<file path="src/rtl/reset_cause_consts.vh">
`ifndef RESET_CAUSE_CONSTS_VH
`define RESET_CAUSE_CONSTS_VH

// ****************************************************************
// Register offsets
// ****************************************************************
`define RC_ADDR_W          4
`define RC_OFS_RESERVED    4'h0
`define RC_OFS_TEST_UNLOCK 4'h1
`define RC_OFS_STATUS      4'h2
`define RC_OFS_OUT_CTRL    4'h3
`define RC_OFS_IRQ_STATUS  4'h4
`define RC_OFS_IRQ_MASK    4'h5

// ****************************************************************
// Field layouts
// ****************************************************************
`define RC_TEST_KEY_LO     0
`define RC_TEST_KEY_HI     1
`define RC_TEST_FORCE_POR  7
`define RC_TEST_ARM_VALUE  8'h5B
`define RC_KEY_STEP1       2'h1
`define RC_KEY_STEP2       2'h2
`define RC_KEY_OPEN        2'h3
`define RC_KEY_LOCK        2'h0

`define RC_ST_EXT          0
`define RC_ST_VDET         1
`define RC_ST_SOFT         2
`define RC_ST_WDOG         3
`define RC_ST_POR          4
`define RC_ST_W            5

`define RC_CTRL_FORCE_OUT  0

// ****************************************************************
// Reset values and timing
// ****************************************************************
`define RC_BYTE_ZERO       8'h00
`define RC_STATUS_POR      5'h10
`define RC_SOFT_HOLD_CYC   2048
`define RC_RELEASE_CYC     4

`endif

</file>
<file path="src/rtl/reset_cause_controller.v">
// The strobed register port was chosen for this implementation.
`timescale 1ns/1ps
// Contract
// - Five sources all cause system reset
// - Latch pending causes, clear others at entry
// - Several cause flags may be set together
// - Each new reset overwrites recorded causes
// - Status readable anytime, writes ignored
// - Separate flags per source in status
// - Unlock field sequence 01,10,11 opens register
// - Writing 00 relocks, other writes ignored
// - Armed test register forces power-on reset
// - Force bit drives reset-out pin low
// - Software source synchronous, others asynchronous
// - Synchronous reset waits for bus cycle end
// - Bus monitor enabled while waiting
// - Asynchronous sources assert reset at once
// - Hold reset until supply is good
// - Latch watchdog pulse as reset request
// - Software reset held about 2048 cycles
// - Voltage detect resets only when enabled
`include "reset_cause_consts.vh"
module reset_cause_controller #(
    parameter SOFT_HOLD_CYC = `RC_SOFT_HOLD_CYC,
    parameter RELEASE_CYC   = `RC_RELEASE_CYC
) (
    input  wire                  ref_clk_in,
    input  wire                  resetn_in,
    input  wire [`RC_ADDR_W-1:0] addr_in,
    input  wire [7:0]            wdata_in,
    input  wire                  wr_in,
    input  wire                  rd_in,
    output reg  [7:0]            rdata_out,
    input  wire                  power_good_in,
    input  wire                  ext_resetn_in,
    input  wire                  watchdog_timeout_in,
    input  wire                  system_reset_request_bit_in,
    input  wire                  voltage_detect_reset_enable_in,
    input  wire                  voltage_detect_in,
    input  wire                  bus_cycle_active_in,
    output reg                   bus_monitor_en_out,
    output reg                   sys_reset_out,
    output reg                   por_reset_out,
    output reg                   reset_out_pin_n_out,
    output reg                   irq_out
);

// ****************************************************************
// State encoding
// ****************************************************************
localparam ST_RUN  = 4'b0001;
localparam ST_WAIT = 4'b0010;
localparam ST_HOLD = 4'b0100;
localparam ST_REL  = 4'b1000;

localparam CNT_W = 12;

reg  [3:0]            state_q;
reg  [3:0]            state_d;
reg  [CNT_W-1:0]      cnt_q;
reg  [CNT_W-1:0]      cnt_d;
reg  [`RC_ST_W-1:0]   status_q;
reg  [`RC_ST_W-1:0]   irq_stat_q;
reg  [`RC_ST_W-1:0]   irq_mask_q;
reg  [1:0]            key_q;
reg                   armed_q;
reg                   force_por_q;
reg                   force_out_q;
reg                   wdog_latch_q;
reg                   soft_pend_q;
reg                   por_seen_q;

wire                  ext_req;
wire                  vdet_req;
wire                  por_req;
wire                  async_req;
wire [`RC_ST_W-1:0]   pending;
wire                  entry_async;
wire                  entry_sync;
wire                  entry;
wire                  wr_test;
wire                  wr_ctrl;
wire                  wr_irq_stat;
wire                  wr_irq_mask;
wire [1:0]            key_wr;

function [CNT_W-1:0] to_cnt;
    input integer n;
    begin
        to_cnt = n[CNT_W-1:0];
    end
endfunction

// Unlock field: 01, 10, 11 opens; 00 relocks an open field
function [1:0] key_next;
    input [1:0] cur;
    input [1:0] val;
    begin
        case (cur)
            `RC_KEY_OPEN: begin
                key_next = (val == `RC_KEY_LOCK) ? `RC_KEY_LOCK : `RC_KEY_OPEN;
            end
            `RC_KEY_LOCK: begin
                key_next = (val == `RC_KEY_STEP1) ? `RC_KEY_STEP1 : `RC_KEY_LOCK;
            end
            `RC_KEY_STEP1: begin
                key_next = (val == `RC_KEY_STEP2) ? `RC_KEY_STEP2 : `RC_KEY_LOCK;
            end
            default: begin
                key_next = (val == `RC_KEY_OPEN) ? `RC_KEY_OPEN : `RC_KEY_LOCK;
            end
        endcase
    end
endfunction

// ****************************************************************
// Source qualification
// ****************************************************************
assign ext_req   = ~ext_resetn_in;
assign vdet_req  = voltage_detect_reset_enable_in & voltage_detect_in;
assign por_req   = ~power_good_in | force_por_q;
assign async_req = por_req | ext_req | vdet_req | wdog_latch_q | watchdog_timeout_in;

assign pending[`RC_ST_EXT]  = ext_req;
assign pending[`RC_ST_VDET] = vdet_req;
assign pending[`RC_ST_SOFT] = soft_pend_q & ~bus_cycle_active_in;
assign pending[`RC_ST_WDOG] = wdog_latch_q | watchdog_timeout_in;
assign pending[`RC_ST_POR]  = por_req;

assign entry_async = async_req & ~sys_reset_out;
assign entry_sync  = (state_q == ST_WAIT) & ~bus_cycle_active_in;
assign entry       = entry_async | entry_sync;

// ****************************************************************
// Register write decode
// ****************************************************************
assign wr_test     = wr_in & (addr_in == `RC_OFS_TEST_UNLOCK);
assign wr_ctrl     = wr_in & (addr_in == `RC_OFS_OUT_CTRL);
assign wr_irq_stat = wr_in & (addr_in == `RC_OFS_IRQ_STATUS);
assign wr_irq_mask = wr_in & (addr_in == `RC_OFS_IRQ_MASK);
assign key_wr      = wdata_in[`RC_TEST_KEY_HI:`RC_TEST_KEY_LO];

// ****************************************************************
// Sequencer
// ****************************************************************
always @* begin
    state_d = state_q;
    cnt_d   = cnt_q;
    case (state_q)
        ST_RUN: begin
            if (async_req) begin
                state_d = ST_HOLD;
            end else if (system_reset_request_bit_in) begin
                state_d = ST_WAIT;
            end
        end
        ST_WAIT: begin
            if (async_req) begin
                state_d = ST_HOLD;
            end else if (~bus_cycle_active_in) begin
                state_d = ST_HOLD;
                cnt_d   = to_cnt(SOFT_HOLD_CYC - 1);
            end
        end
        ST_HOLD: begin
            if (async_req) begin
                cnt_d = to_cnt(0);
            end else if (cnt_q != to_cnt(0)) begin
                cnt_d = cnt_q - to_cnt(1);
            end else begin
                state_d = ST_REL;
                cnt_d   = to_cnt(RELEASE_CYC - 1);
            end
        end
        ST_REL: begin
            if (async_req) begin
                state_d = ST_HOLD;
                cnt_d   = to_cnt(0);
            end else if (cnt_q != to_cnt(0)) begin
                cnt_d = cnt_q - to_cnt(1);
            end else begin
                state_d = ST_RUN;
            end
        end
        default: begin
            state_d = ST_HOLD;
            cnt_d   = to_cnt(0);
        end
    endcase
end

always @(posedge ref_clk_in) begin
    if (!resetn_in) begin
        state_q            <= ST_HOLD;
        cnt_q              <= {CNT_W{1'b0}};
        sys_reset_out      <= 1'b1;
        bus_monitor_en_out <= 1'b0;
    end else begin
        state_q <= state_d;
        cnt_q   <= cnt_d;
        // Asynchronous causes assert in the same edge, release only on the step from REL into RUN
        sys_reset_out      <= (state_d != ST_RUN) & (state_d != ST_WAIT);
        bus_monitor_en_out <= (state_d == ST_WAIT);
    end
end

// ****************************************************************
// Request latches
// ****************************************************************
always @(posedge ref_clk_in) begin
    if (!resetn_in) begin
        wdog_latch_q <= 1'b0;
        soft_pend_q  <= 1'b0;
    end else begin
        // A one-cycle timeout pulse must survive until reset is entered
        if (watchdog_timeout_in) begin
            wdog_latch_q <= 1'b1;
        end else if (state_q == ST_HOLD) begin
            wdog_latch_q <= 1'b0;
        end
        // Requests made while reset is asserted are dropped
        if (state_q == ST_RUN & system_reset_request_bit_in) begin
            soft_pend_q <= 1'b1;
        end else if (state_q == ST_HOLD) begin
            soft_pend_q <= 1'b0;
        end
    end
end

// ****************************************************************
// Power-on class reset
// ****************************************************************
always @(posedge ref_clk_in) begin
    if (!resetn_in) begin
        por_reset_out <= 1'b1;
        por_seen_q    <= 1'b0;
    end else begin
        por_reset_out <= por_req | (por_seen_q & (state_d != ST_RUN));
        if (por_req) begin
            por_seen_q <= 1'b1;
        end else if (state_d == ST_RUN) begin
            por_seen_q <= 1'b0;
        end
    end
end

// ****************************************************************
// Cause capture
// ****************************************************************
always @(posedge ref_clk_in) begin
    if (!resetn_in) begin
        status_q <= `RC_STATUS_POR;
    end else if (entry) begin
        status_q <= pending;
    end
end

// ****************************************************************
// Interrupt status and mask
// ****************************************************************
always @(posedge ref_clk_in) begin
    if (!resetn_in) begin
        irq_stat_q <= {`RC_ST_W{1'b0}};
        irq_mask_q <= {`RC_ST_W{1'b0}};
        irq_out    <= 1'b0;
    end else begin
        // A cause arriving with a clear of the same bit stays set
        if (entry) begin
            irq_stat_q <= (irq_stat_q & ~(wr_irq_stat ? wdata_in[`RC_ST_W-1:0] : {`RC_ST_W{1'b0}})) | pending;
        end else if (wr_irq_stat) begin
            irq_stat_q <= irq_stat_q & ~wdata_in[`RC_ST_W-1:0];
        end
        if (wr_irq_mask) begin
            irq_mask_q <= wdata_in[`RC_ST_W-1:0];
        end
        irq_out <= |(irq_stat_q & irq_mask_q);
    end
end

// ****************************************************************
// Test unlock and forced power-on
// ****************************************************************
always @(posedge ref_clk_in) begin
    if (!resetn_in) begin
        key_q       <= `RC_KEY_LOCK;
        armed_q     <= 1'b0;
        force_por_q <= 1'b0;
    end else begin
        if (wr_test) begin
            key_q   <= key_next(key_q, key_wr);
            armed_q <= (wdata_in == `RC_TEST_ARM_VALUE);
            // The arming write itself never fires the reset
            if (key_q == `RC_KEY_OPEN & armed_q & wdata_in[`RC_TEST_FORCE_POR]) begin
                force_por_q <= 1'b1;
            end
        end else if (force_por_q & sys_reset_out) begin
            force_por_q <= 1'b0;
        end
    end
end

// ****************************************************************
// Reset-out pin
// ****************************************************************
always @(posedge ref_clk_in) begin
    if (!resetn_in) begin
        force_out_q         <= 1'b0;
        reset_out_pin_n_out <= 1'b1;
    end else begin
        if (wr_ctrl) begin
            force_out_q <= wdata_in[`RC_CTRL_FORCE_OUT];
        end
        // Pin follows the write in the same edge as the control bit
        reset_out_pin_n_out <= ~(wr_ctrl ? wdata_in[`RC_CTRL_FORCE_OUT] : force_out_q);
    end
end

// ****************************************************************
// Read port
// ****************************************************************
always @(posedge ref_clk_in) begin
    if (!resetn_in) begin
        rdata_out <= `RC_BYTE_ZERO;
    end else if (rd_in) begin
        case (addr_in)
            `RC_OFS_TEST_UNLOCK: rdata_out <= {force_por_q, 5'h00, key_q};
            `RC_OFS_STATUS:      rdata_out <= {3'h0, status_q};
            `RC_OFS_OUT_CTRL:    rdata_out <= {7'h00, force_out_q};
            `RC_OFS_IRQ_STATUS:  rdata_out <= {3'h0, irq_stat_q};
            `RC_OFS_IRQ_MASK:    rdata_out <= {3'h0, irq_mask_q};
            default:             rdata_out <= `RC_BYTE_ZERO;
        endcase
    end else begin
        rdata_out <= `RC_BYTE_ZERO;
    end
end

endmodule

</file>
<file path="config.mk">
export PLATFORM = sky130hd
export DESIGN_NAME = reset_cause_controller
export DESIGN_NICKNAME = d
export VERILOG_FILES = /design/src/rtl/reset_cause_controller.v
export VERILOG_INCLUDE_DIRS = /design/src /design/src/rtl
export SDC_FILE = /design/constraint.sdc
export NUM_CORES = 1
export LEC_CHECK = 0
export ABC_AREA = 1
export BUFFER_PORTS_ARGS = -buffer_cell sky130_fd_sc_hd__buf_2
export CORE_UTILIZATION = 57
export CTS_CLUSTER_DIAMETER = 60
export CTS_CLUSTER_SIZE = 28
export DETAILED_ROUTE_END_ITERATION = 16
export GPL_TIMING_DRIVEN = 0
export HOLD_SLACK_MARGIN = 0.02
export PLACE_DENSITY = 0.91
export SETUP_SLACK_MARGIN = 0.02
export SYNTH_ARGS = -nofsm -noshare
export SYNTH_HDL_FRONTEND = slang
export SYNTH_SLANG_ARGS = --single-unit
</file>
<file path="constraint.sdc">
create_clock -name ref_clk_in -period 2 [get_ports ref_clk_in]
set_clock_uncertainty 0.05 [all_clocks]
set_input_delay 0.3 -clock ref_clk_in [delete_from_list [all_inputs] [get_ports ref_clk_in]]
set_output_delay 0.3 -clock ref_clk_in [all_outputs]
set_load 0.1 [all_outputs]
</file>
After elaboration in Yosys (flattened, before gate mapping)
Cells that the tools add are included.
{ "classes": {"reduce_logical": 12, "bitwise_logic": 34, "n_addsub": 1, "n_eq_ne": 23, "n_mux": 34} }
{ "op_table": {"columns": ["operator", "count"], "rows": [
  ["$mux W12", 6],
  ["$pmux W12 S4", 1],
  ["$pmux W8 S5", 1],
  ["$mux W4", 8],
  ["$eq A4 B2 Y1 const B", 4],
  ["$pmux W4 S4", 1],
  ["$and A5 B5 Y5", 3],
  ["$mux W5", 3],
  ["$and A1 B1 Y1", 14],
  ["$eq A4 B1 Y1 const B", 3],
  ["$eq A4 B3 Y1 const B", 3],
  ["$reduce_bool A12 Y1", 1],
  ["$sub A12 B1 Y12 const B", 1],
  ["$mux W1", 10],
  ["$not A5 Y5", 2],
  ["$reduce_bool A2 Y1", 5],
  ["$eq A8 B7 Y1 const B", 1],
  ["$or A1 B1 Y1", 8],
  ["$eq A2 B2 Y1 const B", 3],
  ["$mux W2", 3],
  ["$not A1 Y1", 6],
  ["$pmux W2 S3", 1],
  ["$or A5 B5 Y5", 1],
  ["$reduce_or A5 Y1", 1],
  ["other kinds (10)", 14]
]} }
{ "totals": {"input_bits": 23, "output_inout_bits": 13, "elab_cells": 122, "register_bits": 52} }

Logic depth before layout (Yosys ltp)
{ "depth": {"word_depth": 11, "depth_mapped": 12, "mapped_depth_nobuf": 12} }

Worst setup path before layout
OpenSTA, ideal clock, no wires.
{ "synth_timing": {"path_type": "register to register", "startpoint": "register sys_reset_out", "endpoint": "register irq_stat_q[0]", "slack_ns": 0.345, "n_path_buf": 0, "stages_incl_launch_ff": 5, "arrival_ns": 1.467, "setup_ns": 0.138, "required_time_ns": 1.812, "path_cell_list": "dfxtp_1 o22ai_4 inv_2 or2_1 a21oi_1"} }
{ "synth_via": {"elab_chain_len": 4, "elab_cells_between_ends": 5} }
{ "synth_lines": {"columns": ["element", "line", "text"], "rows": [
  ["start, declared", "reset_cause_controller.v:42", "output reg sys_reset_out,"],
  ["start signal, assigned", "reset_cause_controller.v:202", "sys_reset_out <= (state_d != ST_RUN) & (state_d != ST_WAIT);"],
  ["$not A1 Y1 *", "reset_cause_controller.v:130", "assign entry_async = async_req & ~sys_reset_out;"],
  ["$and A1 B1 Y1 *", "reset_cause_controller.v:130", null],
  ["$or A1 B1 Y1 *", "reset_cause_controller.v:132", "assign entry = entry_async | entry_sync;"],
  ["$mux W5 / $reduce_bool A2 Y1 (equally long branches)", null, null],
  ["end signal, assigned", "reset_cause_controller.v:263", "irq_stat_q <= {`RC_ST_W{1'b0}};"],
  ["end signal, assigned", "reset_cause_controller.v:269", "irq_stat_q <= (irq_stat_q & ~(wr_irq_stat ? wdata_in[`RC_ST_W-1:0] : {`RC_ST_W{1'b0}})) | pending;"],
  ["end signal, assigned", "reset_cause_controller.v:271", "irq_stat_q <= irq_stat_q & ~wdata_in[`RC_ST_W-1:0];"],
  ["end, declared", "reset_cause_controller.v:63", "reg [`RC_ST_W-1:0] irq_stat_q;"]
]} }
Mark *: on every way between the ends. The rest lies on a longest branch, timed or not.
A chain may end at the register's enable or synchronous reset.

Worst setup path after layout
{ "layout_timing": {"startpoint": "register cnt_q[0]", "endpoint": "register por_reset_out"} }
{ "layout_via": {"elab_chain_len": 7, "elab_cells_between_ends": 9} }
{ "layout_lines": {"columns": ["element", "line", "text"], "rows": [
  ["start, declared", "reset_cause_controller.v:60", "reg [CNT_W-1:0] cnt_q;"],
  ["start signal, assigned", "reset_cause_controller.v:195", "cnt_q <= {CNT_W{1'b0}};"],
  ["start signal, assigned", "reset_cause_controller.v:200", "cnt_q <= cnt_d;"],
  ["$reduce_bool A12 Y1 *", "reset_cause_controller.v:168, reset_cause_controller.v:179", null],
  ["$mux W4 (on tied branches)", "reset_cause_controller.v:179, reset_cause_controller.v:168", null],
  ["$mux W4 (on tied branches)", "reset_cause_controller.v:176, reset_cause_controller.v:166", null],
  ["$pmux W4 S4 *", "reset_cause_controller.v:149", "case (state_q)"],
  ["$ne A4 B1 Y1 *", "reset_cause_controller.v:238", "por_reset_out <= por_req | (por_seen_q & (state_d != ST_RUN));"],
  ["$and A1 B1 Y1 *", "reset_cause_controller.v:238", null],
  ["$or A1 B1 Y1 *", "reset_cause_controller.v:238", null],
  ["end signal, assigned", "reset_cause_controller.v:238", null],
  ["end, declared", "reset_cause_controller.v:43", "output reg por_reset_out,"]
]} }
Marked as above.

==> metrics.md <==
| Metric | Value |
|---|---|
| Status | `completed` |
| DR iter-0 viols | `273` |
| Max_cap viols | `0` |
| Reg power frac | `51.5%` |
| Minimum clock period | `1.72 ns` |
| RD Place Congestion | `0.929` |
| Die area | `4720 µm²` |
| Remaining antenna violation count after routing | `0` |
| CTS tree | `done` |
| Post-CTS Setup Repair Bufs | `0` |
| Filler instances | `363` |
| WS Path Type | `register to register` |
| Routed len/inst | `13.1 µm` |
| Period Utilization, post-route | `86.2%` |
| DR vias | `2,484` |
| # setup viols final | `0` |
| Commonest non-fill, non-tap cells in the layout | `83 x nand2_1, 50 x dfxtp_1, 40 x inv_1` |
| Post-synthesis sequential area ratio | `39.5%` |
| Final hold violations | `0` |
| Final #Nets | `420` |
| Total Wirelength | `5.82 mm` |
| Post-synth ARST share | `0%` |
| Post-Syn Instances | `355` |
| Top FF cell, synth | `dfxtp_1` |
| Total Routing Usage GR | `27.7%` |
| Switching Power | `0.520 mW` |
| Vias in the first global route | `2,271` |
| Num rows | `23` |
| Global route overflow | `0` |
| Synth Area in Adders | `0.987%` |
| Setup TNS | `0 ns` |
| Startpoint types | `register` |
| Vias per inst | `5.57` |
| Final Max Tran Viols | `0` |
| Commonest non-fill, non-tap cell in the layout | `nand2_1` |
| Syn-to-layout area delta | `13.4%` |
| Most frequent cell on the critical path | `nand2_1` |
| Worst-Skew Late Latency | `0.31 ns` |
| Pin count of the biggest net entering global routing | `17` |
| IO buf count | `32` |
| Post-synth EDFFs | `0` |
| Clock slew seen by the registers of the worst setup and hold paths | `0.10 ns` |
| Placed wire-length estimate | `4.33 mm` |
| Yosys cell types | `40` |
| Multiplexer area fraction after synthesis | `0%` |
| Simple-Gate Fraction of Synth Area | `29.3%` |
| Antenna fix cells | `0` |
| CTS Buffer Depth | `2` |
| Clock root buffer | `clkbuf_8` |
| H-tree levels | `2` |
| Synth warn | `0` |
| CP endpoint kind | `register` |
| Clock sink total | `50` |
| Initial antenna violation count | `0` |
| Drt first pass iters | `4` |
| Final setup margin | `0.277 ns` |
| Core footprint | `4140 µm²` |
| RSZ-0062 raised after global routing | `no` |
| Main combinational cell family by area after synthesis | `simple AND/OR/NAND/NOR gates` |
| Syn Std Cell Area | `2530 µm²` |
| Critical path arrival | `1.87 ns` |
| CTS resizes | `0` |
| Fmax | `580 MHz` |
| Clk network pwr share | `36.6%` |
| Maximum VDD drop | `0.450 mV` |
| Worst rel slew slack | `59.1%` |
| Sw frac | `26.3%` |
| Leak pwr | `1.30 nW` |
| Least-Margin Pin Slew | `0.614 ns` |
| First-pass GRT wire length | `9.66 mm` |
| XOR/XNOR share of the synthesized area | `2.76%` |
| Int Power | `1.46 mW` |
| Synth Area in Compound Gates | `18.4%` |
| Synth Area per Inst | `7.14 µm²` |
| HP Class | `input port to register` |
| Drt drc | `0` |
| CP required | `2.15 ns` |
| Die width | `68.7 µm` |
| CP max stage delay | `0.33 ns` |
| # IOs | `36` |
| FF+latch count, synth | `50` |
| Cell Pwr Density | `688 nW/µm²` |
| Combinational Power Share | `11.9%` |
| Worst path slowest cell | `dfxtp_1` |
| Crit-path cells | `inv_1 > ha_1 > nand2_1 > nor2_2 > nand2_1 > o21ai_1 > nand3_1 > a21oi_1 > nand2_1` |
| Placement Setup Slack | `0.325 ns` |
| CP max FO | `4` |
| Total CTS buffers | `5` |
| Hold buffers post-CTS | `0` |
| Vert. Die Dim | `68.7 µm` |
| Initial Util | `61.2%` |
| Layout cells sized above 1 | `17.9%` |
## final timing paths
kind / endpoint / slack, ns / depth (start not counted) / from
hold reg to reg: soft_pend_q / 0.42 / 2 / soft_pend_q
hold / removal: wdog_latch_q / 0.20 / 3 / watchdog_timeout_in
setup / recovery: por_reset_out / 0.28 / 9 / cnt_q[0]
setup reg to reg: por_reset_out / 0.28 / 9 / cnt_q[0]
## registers in the layout, summed over array words and instances, names as in the netlist
signal               cells
armed_q                  1
irq_out                  1
irq_stat_q               5
wdog_latch_q             1
bus_monitor_en_out       1
rdata_out                6
cnt_q                   12
state_q                  4
irq_mask_q               5
force_por_q              1
por_seen_q               1
soft_pend_q              1
force_out_q              1
key_q                    2
status_q                 5
reset_out_pin_n_out      1
por_reset_out            1
sys_reset_out            1
## power groups by stage
stage	sequential (mW)	combinational, mW	clock (mW)
2_1_floorplan	1.05	0.155	0
6_report	1.02	0.236	0.723
3_3_place_gp	1.04	0.225	0
4_1_cts	1.02	0.234	0.741
5_1_grt	1.02	0.258	0.779
3_5_place_dp	1.04	0.231	0
## stage by stage
step | std cells | util [%] | area (µm²) | power (mW) | hold WS (ns)
after detailed placement | 438 | 66.6 | 2760 | 1.27 | 0.392
final | 446 | 69.4 | 2870 | 1.98 | 0.197
after global routing | 446 | 69.4 | 2870 | 2.06 | 0.230
after global placement | 438 | 66.6 | 2760 | 1.27 | 0.387
after floorplan | 356 | - | 2540 | 1.21 | 0.371
after CTS | 446 | 69.4 | 2870 | 1.99 | 0.194
## synthesized netlist by cell type, types with 2 or more instances
library cell | number | area (µm²)
a21oi_2 | 6 | 52.6
nand2_1 | 83 | 312
nand2_2 | 4 | 25.0
xor2_1 | 7 | 61.3
nand4_1 | 5 | 31.3
a21oi_1 | 29 | 145
dfxtp_1 | 50 | 1000
ha_1 | 2 | 25.0
nor2_2 | 6 | 37.5
buf_4 | 2 | 15.0
o211ai_1 | 5 | 37.5
a211oi_1 | 2 | 15.0
nand3_1 | 19 | 95.1
o2111ai_1 | 2 | 17.5
clkbuf_1 | 5 | 18.8
a221oi_1 | 3 | 26.3
inv_1 | 40 | 150
nor2_1 | 31 | 116
inv_2 | 6 | 22.5
nand3b_1 | 3 | 22.5
o22ai_1 | 3 | 18.8
o21ai_0 | 14 | 70.1
nor3_1 | 4 | 20.0
o21ai_1 | 8 | 40.0
## per-layer routing
metal  up-vias  global-route usage, %  part of all wire [%]
li1       1243                      -                     -
met1      1159                   31.7                    43
met2        76                   51.3                    51
met3         6                   5.76                   5.2
met4         0                   7.55                  0.76
met5         -                      0                     0
## worst max-delay path, delay by kind of cell (launching register included)
family          cells  cell delay (ns)
flops               1             0.33
simple gates        5             0.55
compound gates      2             0.37
buf+inv             1             0.13
fa+ha+maj           1             0.20
## final cells by class
cell class / instances / area [µm²] / area share [%]
Tap cell: 50 / 62.6 / 2.18
Clock inverter: 3 / 43.8 / 1.52
Sequential cell: 50 / 1000 / 34.8
Inverter: 47 / 176 / 6.14
Buffer: 9 / 48.8 / 1.70
Clock buffer: 5 / 68.8 / 2.39
Timing Repair Buffer: 32 / 160 / 5.57
Multi-Input combinational cell: 250 / 1310 / 45.7
## kinds of logic after synthesis
kind of cell | Yosys count
AOI/OAI and AO/OA | 76
xor gates and xnor gates | 8
buffers and inverters | 56
and+or+nand+nor | 162
DFF | 50
other | 1
adders and majority gates | 2
Power figures use the tool's default switching activity.
